[config.mk]
export PLATFORM = sky130hd
export DESIGN_NAME = hcp_poll_top
export DESIGN_NICKNAME = d
export VERILOG_FILES = /design/src/logic/hcp_pkg.sv /design/src/logic/hcp_chan_cfg.sv /design/src/logic/hcp_poll_top.sv
export SDC_FILE = /design/constraint.sdc
export NUM_CORES = 1
export LEC_CHECK = 0
export BUFFER_PORTS_ARGS = -buffer_cell sky130_fd_sc_hd__buf_2
export CORE_AREA = 2 2 172 174
export DETAILED_ROUTE_END_ITERATION = 7
export DIE_AREA = 0 0 174 176
export PLACE_DENSITY = 0.77
export SETUP_SLACK_MARGIN = 0.02
export SYNTH_ARGS = -nofsm -noshare
export SYNTH_HDL_FRONTEND = slang
export SYNTH_HIERARCHICAL = 1
export SYNTH_SLANG_ARGS = --single-unit
export TNS_END_PERCENT = 20
[constraint.sdc]
create_clock -name sys_clk -period 8.1 [get_ports sys_clk]
set_input_delay 1.215 -clock sys_clk [delete_from_list [all_inputs] [get_ports sys_clk]]
set_output_delay 1.215 -clock sys_clk [all_outputs]
set_load 0.01 [all_outputs]
[src/logic/hcp_pkg.sv]
// hcp_pkg: shared codes, defaults, field layouts and timing for the
// two-channel HART poll and channel configuration block.
// assumes one 100 MHz clock and a HART modem that frames and sends the bytes.
// How it works
// - on HART start-up a channel first asks for identification (0), then tag (13).
// - start-up reply data goes to diagnostic record 131 (channel 0) or 151 (channel 1).
// - in normal operation command 1 is sent again and again, each PV to user data.
// - the activity indicator is on only while HART is selected and talking.
// - limits are held per channel within 32511..-32512, defaults 32767 and -32767.
// - measurement type is off, four-wire, two-wire or HART, HART by default.
// - range is 4-20 mA by default; on input modules 0-20 mA only with four-wire transmitter mode.
// - on controller stop an output goes to zero, holds, or takes a substitute.
// - stop reaction defaults to substitute; substitute is 0..20 mA, 0 mA default.
// - output mode is off, current or HART; HART makes the channel a master.
// - a reported parameter change raises a diagnostic interrupt when enabled.
package hcp_pkg;
    localparam int NCH = 2;
    localparam logic [7:0] CMD_IDENT = 8'h00;
    localparam logic [7:0] CMD_READ_PV = 8'h01;
    localparam logic [7:0] CMD_TAG = 8'h0D;
    localparam logic [7:0] REC_DIAG_CH0 = 8'h83;
    localparam logic [7:0] REC_DIAG_CH1 = 8'h97;
    localparam int ST_CFG_CHANGED = 6;
    localparam logic signed [15:0] LIM_TOP = 16'sh7EFF;
    localparam logic signed [15:0] LIM_BOT = 16'sh8100;
    localparam logic signed [15:0] HI_DEFAULT = 16'sh7FFF;
    localparam logic signed [15:0] LO_DEFAULT = 16'sh8001;
    localparam logic signed [15:0] SUBST_TOP = 16'sh4E20; // 20 mA in uA
    localparam logic signed [15:0] SUBST_DEFAULT = 16'sh0000;
    localparam int CLK_HZ = 100_000_000;
    localparam int RSP_TIMEOUT_MS = 500;
    localparam int RSP_TIMEOUT_CYC = RSP_TIMEOUT_MS * (CLK_HZ / 1000);

    typedef enum logic [1:0] {
        meas_off = 2'h0,
        four_wire_transmitter_mode = 2'h1,
        two_wire_transmitter_mode = 2'h2,
        meas_hart = 2'h3
    } hcp_meas_e;
    typedef enum logic {range_4_20 = 1'h0, range_0_20 = 1'h1} hcp_range_e;
    typedef enum logic [1:0] {
        integ_2m5 = 2'h0,
        integ_16m6 = 2'h1,
        integ_20m = 2'h2,
        integ_100m = 2'h3
    } hcp_integ_e;
    typedef enum logic [1:0] {
        stop_zero_output = 2'h0,
        stop_hold_last = 2'h1,
        stop_apply_substitute = 2'h2
    } hcp_stop_e;
    typedef enum logic [1:0] {out_off = 2'h0, out_current = 2'h1, out_hart = 2'h2} hcp_out_e;
    typedef enum logic [3:0] {
        ph_off = 4'b0001,
        ph_ident = 4'b0010,
        ph_tag = 4'b0100,
        ph_run = 4'b1000
    } hcp_phase_e;
    typedef enum logic [2:0] {sq_pick = 3'b001, sq_send = 3'b010, sq_wait = 3'b100} hcp_seq_e;

    typedef struct packed {
        hcp_meas_e meas;
        hcp_range_e range;
        hcp_integ_e integ;
        logic signed [15:0] hi;
        logic signed [15:0] lo;
        hcp_stop_e stop;
        logic signed [15:0] subst;
        hcp_out_e out_mode;
    } hcp_chan_cfg_s;
    typedef struct packed {
        logic diag_en;
        logic limit_en;
        logic eoc_en;
    } hcp_mod_cfg_s;
    typedef struct packed {
        logic chan;
        logic [7:0] code;
    } hcp_cmd_s;
    typedef struct packed {
        logic chan;
        logic [7:0] code;
        logic ok;
        logic [7:0] status;
        logic [63:0] data;
    } hcp_rsp_s;
    typedef struct packed {
        logic [7:0] num;
        logic [7:0] code;
        logic [63:0] data;
    } hcp_rec_s;

    localparam hcp_chan_cfg_s CFG_DEFAULT = '{meas: meas_hart, range: range_4_20,
        integ: integ_20m, hi: HI_DEFAULT, lo: LO_DEFAULT, stop: stop_apply_substitute,
        subst: SUBST_DEFAULT, out_mode: out_hart};
    localparam hcp_mod_cfg_s MOD_DEFAULT = '{diag_en: 1'h0, limit_en: 1'h0, eoc_en: 1'h0};

    // signed saturation, shared by limit and substitute loading
    function automatic logic signed [15:0] clamp16(input logic signed [15:0] v,
                                                   input logic signed [15:0] lo,
                                                   input logic signed [15:0] hi);
        if (v < lo) begin
            return lo;
        end
        if (v > hi) begin
            return hi;
        end
        return v;
    endfunction
endpackage

[src/logic/hcp_chan_cfg.sv]
// hcp_chan_cfg: one channel's settings, limit check and stop reaction.
// assumes pv_we pulses once per fresh primary value from the poller.
`timescale 1ns/100ps
module hcp_chan_cfg import hcp_pkg::*; (
    input wire logic sys_clk,
    input wire logic reset,
    input wire logic out_module,
    input wire logic cfg_we,
    input wire hcp_chan_cfg_s cfg_wdata,
    output hcp_chan_cfg_s cfg,
    output logic hart_sel,
    input wire logic pv_we,
    input wire logic signed [15:0] pv_value,
    output logic hi_exceed,
    output logic lo_exceed,
    input wire logic cpu_stop,
    input wire logic signed [15:0] ao_setpoint,
    output logic signed [15:0] ao_drive
);
    hcp_chan_cfg_s cfg_r;
    hcp_chan_cfg_s cfg_nxt;
    logic hi_r;
    logic lo_r;
    logic signed [15:0] drive_r;

    // sanitize on load so illegal settings never reach the channel
    always_comb begin
        cfg_nxt = cfg_wdata;
        cfg_nxt.hi = (cfg_wdata.hi == HI_DEFAULT) ? HI_DEFAULT
                   : clamp16(cfg_wdata.hi, LIM_BOT, LIM_TOP);
        cfg_nxt.lo = (cfg_wdata.lo == LO_DEFAULT) ? LO_DEFAULT
                   : clamp16(cfg_wdata.lo, LIM_BOT, LIM_TOP);
        if (!out_module && cfg_wdata.meas != four_wire_transmitter_mode) begin
            cfg_nxt.range = range_4_20;
        end
        cfg_nxt.subst = clamp16(cfg_wdata.subst, SUBST_DEFAULT, SUBST_TOP);
    end

    always_ff @(posedge sys_clk or posedge reset) begin
        if (reset) begin
            cfg_r <= CFG_DEFAULT;
        end else if (cfg_we) begin
            cfg_r <= cfg_nxt;
        end
    end

    assign hart_sel = out_module ? (cfg_r.out_mode == out_hart) : (cfg_r.meas == meas_hart);
    assign cfg = cfg_r;

    // limit compare on each new value, input modules only
    always_ff @(posedge sys_clk or posedge reset) begin
        if (reset) begin
            hi_r <= 1'b0;
            lo_r <= 1'b0;
        end else begin
            hi_r <= pv_we && !out_module && (pv_value > cfg_r.hi);
            lo_r <= pv_we && !out_module && (pv_value < cfg_r.lo);
        end
    end
    assign hi_exceed = hi_r;
    assign lo_exceed = lo_r;

    always_ff @(posedge sys_clk or posedge reset) begin
        if (reset) begin
            drive_r <= SUBST_DEFAULT;
        end else if (!cpu_stop) begin
            drive_r <= (cfg_r.out_mode == out_off) ? 16'sh0000 : ao_setpoint;
        end else if (cfg_r.stop == stop_zero_output) begin
            drive_r <= 16'sh0000;
        end else if (cfg_r.stop == stop_apply_substitute) begin
            drive_r <= cfg_r.subst;
        end
    end
    assign ao_drive = drive_r;
endmodule

[src/logic/hcp_poll_top.sv]
// hcp_poll_top: HART master sequencer and settings for two current-loop channels.
// assumes a modem that takes one framed command at a time and returns at most
// one reply per command; out_module is a strap held steady while running.
`timescale 1ns/100ps
module hcp_poll_top import hcp_pkg::*; #(
    parameter int RSP_TIMEOUT = RSP_TIMEOUT_CYC
) (
    input wire logic sys_clk,
    input wire logic reset,
    input wire logic out_module,
    input wire logic mod_cfg_we,
    input wire hcp_mod_cfg_s mod_cfg_wdata,
    input wire logic [NCH-1:0] cfg_we,
    input wire hcp_chan_cfg_s cfg_wdata,
    output hcp_chan_cfg_s chan_cfg [NCH],
    input wire logic cpu_stop,
    input wire logic signed [15:0] ao_setpoint [NCH],
    output logic signed [15:0] ao_drive [NCH],
    output logic cmd_valid,
    input wire logic cmd_ready,
    output hcp_cmd_s cmd,
    input wire logic rsp_valid,
    input wire hcp_rsp_s rsp,
    output logic rec_we,
    output hcp_rec_s rec,
    output logic pv_we,
    output logic pv_chan,
    output logic signed [15:0] pv_value,
    output logic [NCH-1:0] hart_active,
    output logic diag_irq,
    output logic diag_chan,
    output logic limit_irq,
    output logic [NCH-1:0] limit_hi,
    output logic [NCH-1:0] limit_lo,
    output logic eoc_irq
);
    hcp_mod_cfg_s mod_r;
    hcp_phase_e phase_r [NCH];
    logic [NCH-1:0] comm_ok_r;
    logic [NCH-1:0] hart_sel;
    logic [NCH-1:0] need;
    hcp_seq_e sq_r;
    hcp_cmd_s cmd_r;
    logic turn_r;
    logic pick_ch;
    logic [31:0] tmr_r;
    logic done;
    logic timeout;
    logic ok_s;
    logic fail_s;
    logic rec_we_r;
    hcp_rec_s rec_r;
    logic pv_we_r;
    logic pv_chan_r;
    logic signed [15:0] pv_value_r;
    logic diag_r;
    logic diag_chan_r;
    logic limit_r;
    logic [NCH-1:0] lim_hi_r;
    logic [NCH-1:0] lim_lo_r;
    logic [NCH-1:0] hi_ev;
    logic [NCH-1:0] lo_ev;
    logic eoc_r;

    // command owed by a channel in a given phase
    function automatic logic [7:0] code_of(input hcp_phase_e ph);
        if (ph == ph_ident) begin
            return CMD_IDENT;
        end
        if (ph == ph_tag) begin
            return CMD_TAG;
        end
        return CMD_READ_PV;
    endfunction

    // per-channel settings, limits and stop handling
    for (genvar g = 0; g < NCH; g++) begin : g_chan
        hcp_chan_cfg u_cfg (
            .sys_clk(sys_clk),
            .reset(reset),
            .out_module(out_module),
            .cfg_we(cfg_we[g]),
            .cfg_wdata(cfg_wdata),
            .cfg(chan_cfg[g]),
            .hart_sel(hart_sel[g]),
            .pv_we(pv_we_r && pv_chan_r == 1'(g)),
            .pv_value(pv_value_r),
            .hi_exceed(hi_ev[g]),
            .lo_exceed(lo_ev[g]),
            .cpu_stop(cpu_stop),
            .ao_setpoint(ao_setpoint[g]),
            .ao_drive(ao_drive[g])
        );
    end

    always_ff @(posedge sys_clk or posedge reset) begin
        if (reset) begin
            mod_r <= MOD_DEFAULT;
        end else if (mod_cfg_we) begin
            mod_r <= mod_cfg_wdata;
        end
    end

    // reply bookkeeping; stray or mismatched replies are dropped
    assign done = (sq_r == sq_wait) && rsp_valid && rsp.chan == cmd_r.chan
               && rsp.code == cmd_r.code;
    assign timeout = (sq_r == sq_wait) && tmr_r == 32'(RSP_TIMEOUT - 1);
    assign ok_s = done && rsp.ok;
    assign fail_s = (done && !rsp.ok) || timeout;

    // channel start-up and run phases
    always_ff @(posedge sys_clk or posedge reset) begin
        if (reset) begin
            for (int i = 0; i < NCH; i++) begin
                phase_r[i] <= ph_off;
                comm_ok_r[i] <= 1'b0;
            end
        end else begin
            for (int i = 0; i < NCH; i++) begin
                if (!hart_sel[i]) begin
                    phase_r[i] <= ph_off;
                    comm_ok_r[i] <= 1'b0;
                end else if (phase_r[i] == ph_off) begin
                    phase_r[i] <= ph_ident;
                end else if (fail_s && cmd_r.chan == i[0]) begin
                    // a lost device is re-identified from scratch
                    phase_r[i] <= ph_ident;
                    comm_ok_r[i] <= 1'b0;
                end else if (ok_s && cmd_r.chan == i[0]) begin
                    comm_ok_r[i] <= 1'b1;
                    if (phase_r[i] == ph_ident) begin
                        phase_r[i] <= ph_tag;
                    end else if (phase_r[i] == ph_tag) begin
                        phase_r[i] <= ph_run;
                    end
                end
            end
        end
    end

    always_comb begin
        for (int i = 0; i < NCH; i++) begin
            need[i] = hart_sel[i] && phase_r[i] != ph_off;
            hart_active[i] = hart_sel[i] && phase_r[i] == ph_run && comm_ok_r[i];
        end
    end

    assign pick_ch = need[turn_r] ? turn_r : ~turn_r;

    // one command in flight at a time; the modem is half duplex anyway
    always_ff @(posedge sys_clk or posedge reset) begin
        if (reset) begin
            sq_r <= sq_pick;
        end else begin
            unique case (sq_r)
                sq_pick: begin
                    if (|need) begin
                        sq_r <= sq_send;
                    end
                end
                sq_send: begin
                    if (cmd_ready) begin
                        sq_r <= sq_wait;
                    end
                end
                sq_wait: begin
                    if (done || timeout) begin
                        sq_r <= sq_pick;
                    end
                end
            endcase
        end
    end

    always_ff @(posedge sys_clk or posedge reset) begin
        if (reset) begin
            cmd_r <= '{chan: 1'h0, code: CMD_IDENT};
        end else if (sq_r == sq_pick && |need) begin
            cmd_r <= '{chan: pick_ch, code: code_of(phase_r[pick_ch])};
        end
    end
    assign cmd_valid = (sq_r == sq_send);
    assign cmd = cmd_r;

    // hand the turn over after every finished exchange
    always_ff @(posedge sys_clk or posedge reset) begin
        if (reset) begin
            turn_r <= 1'b0;
        end else if (done || timeout) begin
            turn_r <= ~cmd_r.chan;
        end
    end

    // reply timer, only runs while waiting
    always_ff @(posedge sys_clk or posedge reset) begin
        if (reset) begin
            tmr_r <= 32'h0000_0000;
        end else if (sq_r == sq_wait) begin
            tmr_r <= tmr_r + 32'h0000_0001;
        end else begin
            tmr_r <= 32'h0000_0000;
        end
    end

    // start-up replies into the diagnostic record
    always_ff @(posedge sys_clk or posedge reset) begin
        if (reset) begin
            rec_we_r <= 1'b0;
            rec_r <= '0;
        end else begin
            rec_we_r <= ok_s && cmd_r.code != CMD_READ_PV;
            if (ok_s && cmd_r.code != CMD_READ_PV) begin
                rec_r <= '{num: cmd_r.chan ? REC_DIAG_CH1 : REC_DIAG_CH0,
                           code: cmd_r.code, data: rsp.data};
            end
        end
    end
    assign rec_we = rec_we_r;
    assign rec = rec_r;

    always_ff @(posedge sys_clk or posedge reset) begin
        if (reset) begin
            pv_we_r <= 1'b0;
            pv_chan_r <= 1'b0;
            pv_value_r <= 16'sh0000;
        end else begin
            pv_we_r <= ok_s && cmd_r.code == CMD_READ_PV;
            if (ok_s && cmd_r.code == CMD_READ_PV) begin
                pv_chan_r <= cmd_r.chan;
                pv_value_r <= rsp.data[15:0];
            end
        end
    end
    assign pv_we = pv_we_r;
    assign pv_chan = pv_chan_r;
    assign pv_value = pv_value_r;

    always_ff @(posedge sys_clk or posedge reset) begin
        if (reset) begin
            diag_r <= 1'b0;
            diag_chan_r <= 1'b0;
        end else begin
            diag_r <= ok_s && rsp.status[ST_CFG_CHANGED] && mod_r.diag_en;
            if (ok_s && rsp.status[ST_CFG_CHANGED]) begin
                diag_chan_r <= cmd_r.chan;
            end
        end
    end
    assign diag_irq = diag_r;
    assign diag_chan = diag_chan_r;

    // limit and end-of-cycle interrupts, gated by the module enables; limit_hi and limit_lo are not gated
    always_ff @(posedge sys_clk or posedge reset) begin
        if (reset) begin
            limit_r <= 1'b0;
            lim_hi_r <= '0;
            lim_lo_r <= '0;
            eoc_r <= 1'b0;
        end else begin
            limit_r <= mod_r.limit_en && |(hi_ev | lo_ev);
            lim_hi_r <= hi_ev;
            lim_lo_r <= lo_ev;
            // a cycle ends with the last running channel's PV
            eoc_r <= mod_r.eoc_en && ok_s && cmd_r.code == CMD_READ_PV
                  && (cmd_r.chan || phase_r[1] != ph_run);
        end
    end
    assign limit_irq = limit_r;
    assign limit_hi = lim_hi_r;
    assign limit_lo = lim_lo_r;
    assign eoc_irq = eoc_r;
endmodule

# ---- Yosys cells after proc, flatten, opt, wreduce, memory -nomap -nowiden
# Index checks and enable logic that the tools add are counted.
dict set report classes {
  n_reduce_logical 50
  shift 0
  n_mux 75
  n_addsub 1
  eq_ne 43
  n_bitwise 5
  div_mod_pow 0
  mul 0
  magnitude_cmp 12
}
# op count
set ops {}
lappend ops {{16-bit 2-to-1 mux} 22}
lappend ops {{4-bit 2-to-1 mux} 15}
lappend ops {{16-bit > comparator (second input constant)} 3}
lappend ops {{1-bit logical AND} 34}
lappend ops {{32-bit by 1-bit adder with 32-bit output (second input constant)} 1}
lappend ops {{16-bit == test (second input constant)} 2}
lappend ops {{32-bit by 26-bit == test with 1-bit output (second input constant)} 1}
lappend ops {{16-bit > comparator} 2}
lappend ops {{16-bit less-than comparator} 2}
lappend ops {{16-bit less-than comparator (second input constant)} 2}
lappend ops {{32-bit 2-to-1 mux} 1}
lappend ops {{8-bit 2-to-1 mux} 4}
lappend ops {{1-bit 2-to-1 mux} 28}
lappend ops {{16-bit by 1-bit less-than comparator with 1-bit output (second input constant)} 1}
lappend ops {{2-bit == test (second input constant)} 6}
lappend ops {{4-bit by 2-bit == test with 1-bit output (second input constant)} 3}
lappend ops {{4-bit by 3-bit == test with 1-bit output (second input constant)} 3}
lappend ops {{4-bit inequality test (second input constant)} 3}
lappend ops {{5-bit inequality test (second input constant)} 2}
lappend ops {{3-bit 2-to-1 mux} 3}
lappend ops {{3-bit case mux with 3 select lines} 1}
lappend ops {{4-bit by 1-bit == test with 1-bit output (second input constant)} 2}
lappend ops {{4-bit == test (second input constant)} 2}
lappend ops {{8-bit by 1-bit == test with 1-bit output (second input constant)} 1}
lappend ops {{other kinds (23)} 42}
dict set report totals {
  elab_cells 233
  mem_count 0
  latchBits 0
  reg_bits 315
  ramBits 0
  inputBits 183
  rom_bits 0
}

# ---- Longest topological paths before layout
# Gate-level depths: netlist of the first run.
dict set report logic_depth {
  depth_word 17
  ltp_mapped 7
}

# ---- By module
# The synthesis of the first run kept the hierarchy.
# module n_inst area_each_um2 cells_each
set by_module_without_submodules {}
lappend by_module_without_submodules {hcp_chan_cfg 2 3880.0 381}
lappend by_module_without_submodules {hcp_poll_top 1 6342.3 515}

# ---- Worst setup path after synthesis of the first run
# Ideal clock, no wire load.
dict set report synth_path {
  kind {input -> output}
  startpoint {in out_module}
  endpoint {out hart_active[0]}
  t_arrival_ns 2.000
  n_path_buf 0
  cell_stages 3
  setup_slack_ns 4.885
  path_cell_list {o21ai_0 -> nand3_1 -> nor3b_1}
}
dict set report synth_via {
  elab_chain_cells 3
}
# element line_no
set synth_rtl {}
lappend synth_rtl {{start: declaration} hcp_poll_top.sv:10} ;# input wire logic out_module,
lappend synth_rtl {{1-bit 2-to-1 mux} hcp_chan_cfg.sv:47} ;# assign hart_sel = out_module ? (cfg_r.out_mode == out_hart) : (cfg_r.meas == meas_hart);
lappend synth_rtl {{1-bit logical AND (2 in a row)} hcp_poll_top.sv:144} ;# hart_active[i] = hart_sel[i] && phase_r[i] == ph_run && comm_ok_r[i];
lappend synth_rtl {{end: declaration} hcp_poll_top.sv:29} ;# output logic [NCH-1:0] hart_active,
# Every way passes these cells.

# ---- Worst setup path in the final report of the first run
dict set report layout_path {
  startpoint {in out_module}
  endpoint {out hart_active[0]}
}
dict set report layout_via {
  elab_chain_cells 3
}
# element line_no
set layout_rtl {}
lappend layout_rtl {{1-bit 2-to-1 mux} hcp_chan_cfg.sv:47}
lappend layout_rtl {{via hart_sel[0]} hcp_poll_top.sv:40} ;# logic [NCH-1:0] hart_sel;
lappend layout_rtl {{1-bit logical AND (2 in a row)} hcp_poll_top.sv:144}
# The timed path passes the listed nets, and every way through them passes these cells.

==> results.sh, run 1 <==
export IMPL_ir_drop_uv=149
export IMPL_drive_gt1_share_pct=37.3
export IMPL_drtPass1Iterations=5
export IMPL_dp_hpwl_mm=30.8
export IMPL_synthArstFlopShare_pct=100
export IMPL_synth_top_cell_by_area="dfrtp_1"
export IMPL_tns_ns=0
export IMPL_antenna_found_initial=0
export IMPL_grt_pass1_wl_mm=63.6
export IMPL_critical_path_class="in2out"
export IMPL_dp_cells=2045
export IMPL_via_per_inst=5.60
export IMPL_critPathRequiredTime_ns=6.88
export IMPL_rsz0062_at_grt="no"
export IMPL_leakagePower_uw=0.00915
export IMPL_cp_start_kind="input pin"
export IMPL_core_mm2=0.0285
export IMPL_grt_pass1_vias=11800
export IMPL_synth_edf_count=0
export IMPL_slew_headroom_pct=26.2
export IMPL_start_util_pct=49.4
export IMPL_diodes=0
export IMPL_root_buffer="clkbuf_16"
export IMPL_hold_buffers=0
export IMPL_p_total_uw=3620
export IMPL_cp_arrival_ns=2.49
export IMPL_synth_area_mm2=0.0141
export IMPL_synth_area_leaders="dfrtp_1 44%, dfstp_2 8.8%, mux2_2 6.9%"
export IMPL_die_x_um=174
export IMPL_ys_warnings_count=6
export IMPL_vias=11800
export IMPL_overflow=0
export IMPL_grt_max_degree=79
export IMPL_rows=62
export IMPL_cts_tree="built"
export IMPL_cts_made_buffers=30
export IMPL_die_h_um=176
export IMPL_clkTransAtPathRegs_ns=0.06
export IMPL_drt_wirelength_per_cell_um=19.4
export IMPL_post_route_util_pct=61.7
export IMPL_cts_setup_buffers=0
export IMPL_fmax_ghz=0.270
export IMPL_cts_resized_gates=0
export IMPL_ys_flop_type="dfrtp_1"
export IMPL_ys_seq_area_share_pct=52.8
export IMPL_avgSynthCellArea_um2=11.0
export IMPL_layout_nets=1939
export IMPL_cts_max_level=1
export IMPL_status="finished clean"
export IMPL_fin_cells=2101
export IMPL_clock_latency_ns=0.56
export IMPL_fillers=2421
export IMPL_endpoint_kind="output port"
export IMPL_yosys_cell_count_top_type="dfrtp_1"
export IMPL_worstHoldPathType="reg2reg"
export IMPL_pwr_density_cell_mw_per_mm2=206
export IMPL_cts_sinks=295
export IMPL_period_share_pct=45.7
export IMPL_finalHoldViolations=0
export IMPL_synthToLayoutAreaGrowth_pct=24.8
export IMPL_dieArea_mm2=0.0306
export IMPL_grtUsageTotal_pct=25.9
export IMPL_drv_slew=0
export IMPL_worst_slew_pin_transition_ns=1.11
export IMPL_synthCells=1277
export IMPL_cp_max_fo=8
export IMPL_ys_top_cells_by_count="248 x dfrtp_1, 121 x inv_1, 87 x mux2_2"
export IMPL_num_io_pins=448
export IMPL_timing_final_setup_violations=0
export IMPL_clk_path_buf_depth=3
export IMPL_fin_worst_skew_ns=0.0225
export IMPL_drtIter0Drc=808
export IMPL_fin_crit_ns=3.71
export IMPL_gp_congestion=0.910
export IMPL_synth_top_cell_area_share_pct=44.0
export IMPL_drc=0
export IMPL_max_cap_violations=0
export IMPL_ant_nets=0
export IMPL_port_buffers=425
export IMPL_synth_seq_cells=295
export IMPL_timing_hold_ws_ns=0.380
export IMPL_routed_wl_mm=40.7
export IMPL_synthDistinctLibCells=66
-- worst max-delay path: stages --
cell	delay (ns)
buf_2	0.16
o21ai_0	0.56
nand3_1	0.14
nor3b_1	0.25
buf_2	0.17
-- final cells by class --
class | count | area, µm² | area share, %
Clock inverter | 13 | 223 | 1.27
Timing Repair Buffer | 433 | 2190 | 12.4
Tap cell | 384 | 480 | 2.73
Sequential cell | 295 | 7440 | 42.3
Multi-Input combinational cell | 812 | 5930 | 33.7
Clock buffer | 43 | 881 | 5.00
Inverter | 121 | 462 | 2.62
-- power breakdown --
group	total, µW	switching (µW)	leakage (µW)	internal, µW
clock	1530	588	0.000546	946
sequential	1630	63.1	0.00381	1570
combinational	456	281	0.00479	174
-- cell families after synthesis --
group           Yosys count  share of synthesized area [%]
simple gates            337                           12.6
flops                   295                           52.8
compound gates          260                           13.0
buf+inv                 182                           5.56
mux                     111                           8.81
fa+ha+maj                63                           5.59
xor+xnor                 26                           1.61
other cells               3                         0.0798
-- worst paths after layout --
kind / start / to / slack [ns] / cells past startpoint
min in group asynchronous: reset / g_chan[1].u_cfg/cfg[8] / 0.71 / 2
max in group asynchronous: reset / pv_value[14] / 5.90 / 3
worst max register to register: sq_r[1] / pv_value[0] / 5.18 / 5
worst max-delay path: out_module / hart_active[0] / 4.39 / 5
worst min-delay path: g_chan[0].u_cfg/hi_exceed / limit_hi[0] / 0.38 / 0
worst min register to register: g_chan[0].u_cfg/hi_exceed / limit_hi[0] / 0.38 / 0
-- per-stage QoR --
| stage | area (µm²) | setup WS, ns |
|---|---|---|
| global route | 17600 | 4.30 |
| floorplan | 14100 | 2.94 |
| CTS | 17600 | 4.40 |
| detailed placement | 16500 | 4.39 |
| finish | 17600 | 4.39 |
| global placement | 16500 | 4.37 |
-- layer usage --
metal  track usage [%]  routed length, µm  up-vias
met5                 0                  0        -
met4              9.07               1380        0
met3              5.06               2960       81
met2              45.9              20300      461
met1              31.8              16000     5781
li1                  -                  -     5438
-- state kept, by name (all words and copies together), names as in the netlist, 2 cells and up --
signal and cells:
cmd 3, comm_ok_r 2, g_chan.u_cfg/ao_drive 32, g_chan.u_cfg/cfg 112
g_chan.u_cfg/hi_exceed 2, g_chan.u_cfg/lo_exceed 2, limit_hi 2, limit_lo 2
mod_r 3, phase_r 8, pv_value 16, rec 68
sq_r 3, tmr_r 32
-- layout by cell type (no fill, tap or decap), drive strengths merged, types with 14 or more instances in the layout --
| master | Yosys | routed |
|---|---|---|
| a22o | 18 | 18 |
| a22oi | 14 | 14 |
| a21oi | 42 | 42 |
| buf | 35 | 433 |
| xnor2 | 20 | 20 |
| nand2 | 80 | 80 |
| nor4 | 22 | 22 |
| mux2 | 105 | 105 |
| dfrtp | 248 | 248 |
| nor2 | 77 | 77 |
| o21ai | 76 | 76 |
| dfstp | 47 | 47 |
| conb | 3 | 15 |
| ha | 63 | 63 |
| o211ai | 17 | 17 |
| nor3 | 31 | 31 |
| clkbuf | 26 | 43 |
| nand3 | 28 | 28 |
| inv | 121 | 121 |
| a222oi | 30 | 30 |
| nand4 | 28 | 28 |
Note: power is estimated with default switching activity, not from simulation.
==> run 2, diff against run 1 <==
CORE_AREA = 2 2 173 175   (was 2 2 172 174)
DIE_AREA = 0 0 175 177   (was 0 0 174 176)
clock period = 3.6 ns   (was 8.1 ns; I/O delays follow)
==> run 2 against run 1 <==
Clock power increased by 120%. Setup slack got worse by 3.6 ns. Routed wire length about the same. Largest cell class unchanged. Flip-flop and latch count unchanged. Count of clock-buffer cells in the layout increased by 4. Combinational power increased by 130%. Highest routed layer unchanged. First-iteration DRC count increased by 2.8%.
==> results.sh, run 2 (synthesized netlist as in run 1, its figures left out) <==
export IMPL_sequentialPowerShare_pct=45.6
export IMPL_start_util_pct=48.2
export IMPL_drive_gt1_share_pct=37.5
export IMPL_cp_max_fo=5
export IMPL_worstHoldPathType="in2async"
export IMPL_drv_slew=0
export IMPL_largest_reg_flops=112
export IMPL_cts_resized_gates=0
export IMPL_die_x_um=175
export IMPL_worst_slew_pin_transition_ns=1.11
export IMPL_drtPass1Iterations=5
export IMPL_via_per_inst=5.61
export IMPL_cts_max_level=2
export IMPL_intPower_uw=5950
export IMPL_max_cap_violations=0
export IMPL_dp_hpwl_mm=31.4
export IMPL_drt_wirelength_per_cell_um=19.2
export IMPL_clk_path_buf_depth=3
export IMPL_cts_setup_buffers=0
export IMPL_crit_path_max_incr_delay_ns=0.54
export IMPL_layout_nets=1950
export IMPL_hold_buffers=0
export IMPL_rows=63
export IMPL_overflow=0
export IMPL_core_mm2=0.0292
export IMPL_grt_max_degree=68
export IMPL_fmax_ghz=0.360
export IMPL_dpl_cell_area_mm2=0.0166
export IMPL_cp_start_kind="flop"
export IMPL_vias=11900
export IMPL_die_h_um=177
export IMPL_dieArea_mm2=0.0310
export IMPL_path_cells="nand2_1 > o21ai_0 > nand3_1 > nor3b_1 > buf_2"
export IMPL_fin_area_mm2=0.0177
export IMPL_rsz0062_at_grt="no"
export IMPL_critPathRequiredTime_ns=3.06
export IMPL_crit_path_start="g_chan[0].u_cfg/cfg[55]"
export IMPL_root_buffer="clkbuf_16"
export IMPL_gp_congestion=0.904
export IMPL_port_buffers=425
export IMPL_clkTransAtPathRegs_ns=0.06
export IMPL_finalHoldViolations=0
export IMPL_power_frac_clock_pct=41.5
export IMPL_layout_common_cells="425 x buf_2, 248 x dfrtp_1, 118 x inv_1"
export IMPL_slowest_stage="dfstp_2"
export IMPL_fin_worst_skew_ns=0.0187
export IMPL_final_common_cell="buf_2"
export IMPL_p_sw_uw=2110
export IMPL_ant_nets=0
export IMPL_drtIter0Drc=831
export IMPL_drc=0
export IMPL_pwr_density_cell_mw_per_mm2=455
export IMPL_timing_final_setup_violations=0
export IMPL_fin_crit_ns=2.78
export IMPL_routed_wl_mm=40.7
export IMPL_switching_share_pct=26.2
export IMPL_cts_made_buffers=34
export IMPL_critical_path_class="reg2out"
export IMPL_num_io_pins=448
export IMPL_cts_tree="built"
export IMPL_grt_pass1_wl_mm=62.6
export IMPL_antenna_found_initial=1
export IMPL_cts_sinks=295
export IMPL_synthToLayoutAreaGrowth_pct=25.5
export IMPL_ir_drop_uv=375
export IMPL_pwr_share_comb_pct=12.9
export IMPL_timing_reg2reg_setup_slack_ns=1.00
export IMPL_leakagePower_uw=0.00919
export IMPL_grt_pass1_vias=11700
export IMPL_p_total_uw=8060
export IMPL_period_share_pct=77.1
export IMPL_tns_ns=0
export IMPL_status="finished clean"
export IMPL_worst_r2r_cell_count=6
export IMPL_endpoint_kind="output port"
export IMPL_cp_arrival_ns=2.24
export IMPL_r2r_start="sq_r[1]"
export IMPL_slew_headroom_pct=25.5
export IMPL_grtUsageTotal_pct=25.6
export IMPL_clock_latency_ns=0.50
[run 2: power by group through the flow]
stage                     clock [µW]  combinational [µW]  sequential (µW)
after floorplan                    0                 504             3770
after global placement             0                1020             3720
after detailed placement           0                1040             3730
after CTS                       3420                1050             3670
after global routing            3550                1160             3700
final                           3350                1040             3680
[run 2: area by class of cell]
cell class                 instances  area, µm²
clock inverter                    12        123
fill                            2434      11500
clock buffer                      47        961
tap                              390        488
timing repair buffer             440       2300
sequential                       295       7440
inverter                         121        459
antenna                            1       2.50
multi-input combinational        812       5930
[run 2: critical path: cells and delay by family (launching register included)]
kind,cells,cell delay [ns]
simple gates,3,0.55
flops,1,0.54
compound gates,1,0.46
buf+inv,1,0.19
[run 2: worst paths after layout]
kind / to
worst max-delay path: hart_active[0]
worst min-delay path: g_chan[0].u_cfg/cfg[18]
worst max register to register: turn_r
worst min register to register: limit_hi[0]
max in group asynchronous: rec[7]
min in group sys_clk: g_chan[0].u_cfg/ao_drive[10]
[run 2: metrics by stage]
step | hold WS [ns] | util, % | std cells | setup WS, ns
4_1_cts | 0.0429 | 60.5 | 2117 | 0.808
5_1_grt | 0.0521 | 60.5 | 2118 | 0.638
2_1_floorplan | 0.354 | - | 1289 | 1.20
3_3_place_gp | 0.367 | 56.8 | 2058 | 1.01
3_5_place_dp | 0.373 | 56.8 | 2058 | 1.02
6_report | 0.0555 | 60.5 | 2118 | 0.823
[run 2: routing by layer]
layer	part of all wire, %	track usage (%)	vias to the layer above
met5	0	0	-
met4	3.7	9.90	0
met3	7.6	6.25	94
met2	49	44.5	496
met1	39	30.7	5840
li1	-	-	5457
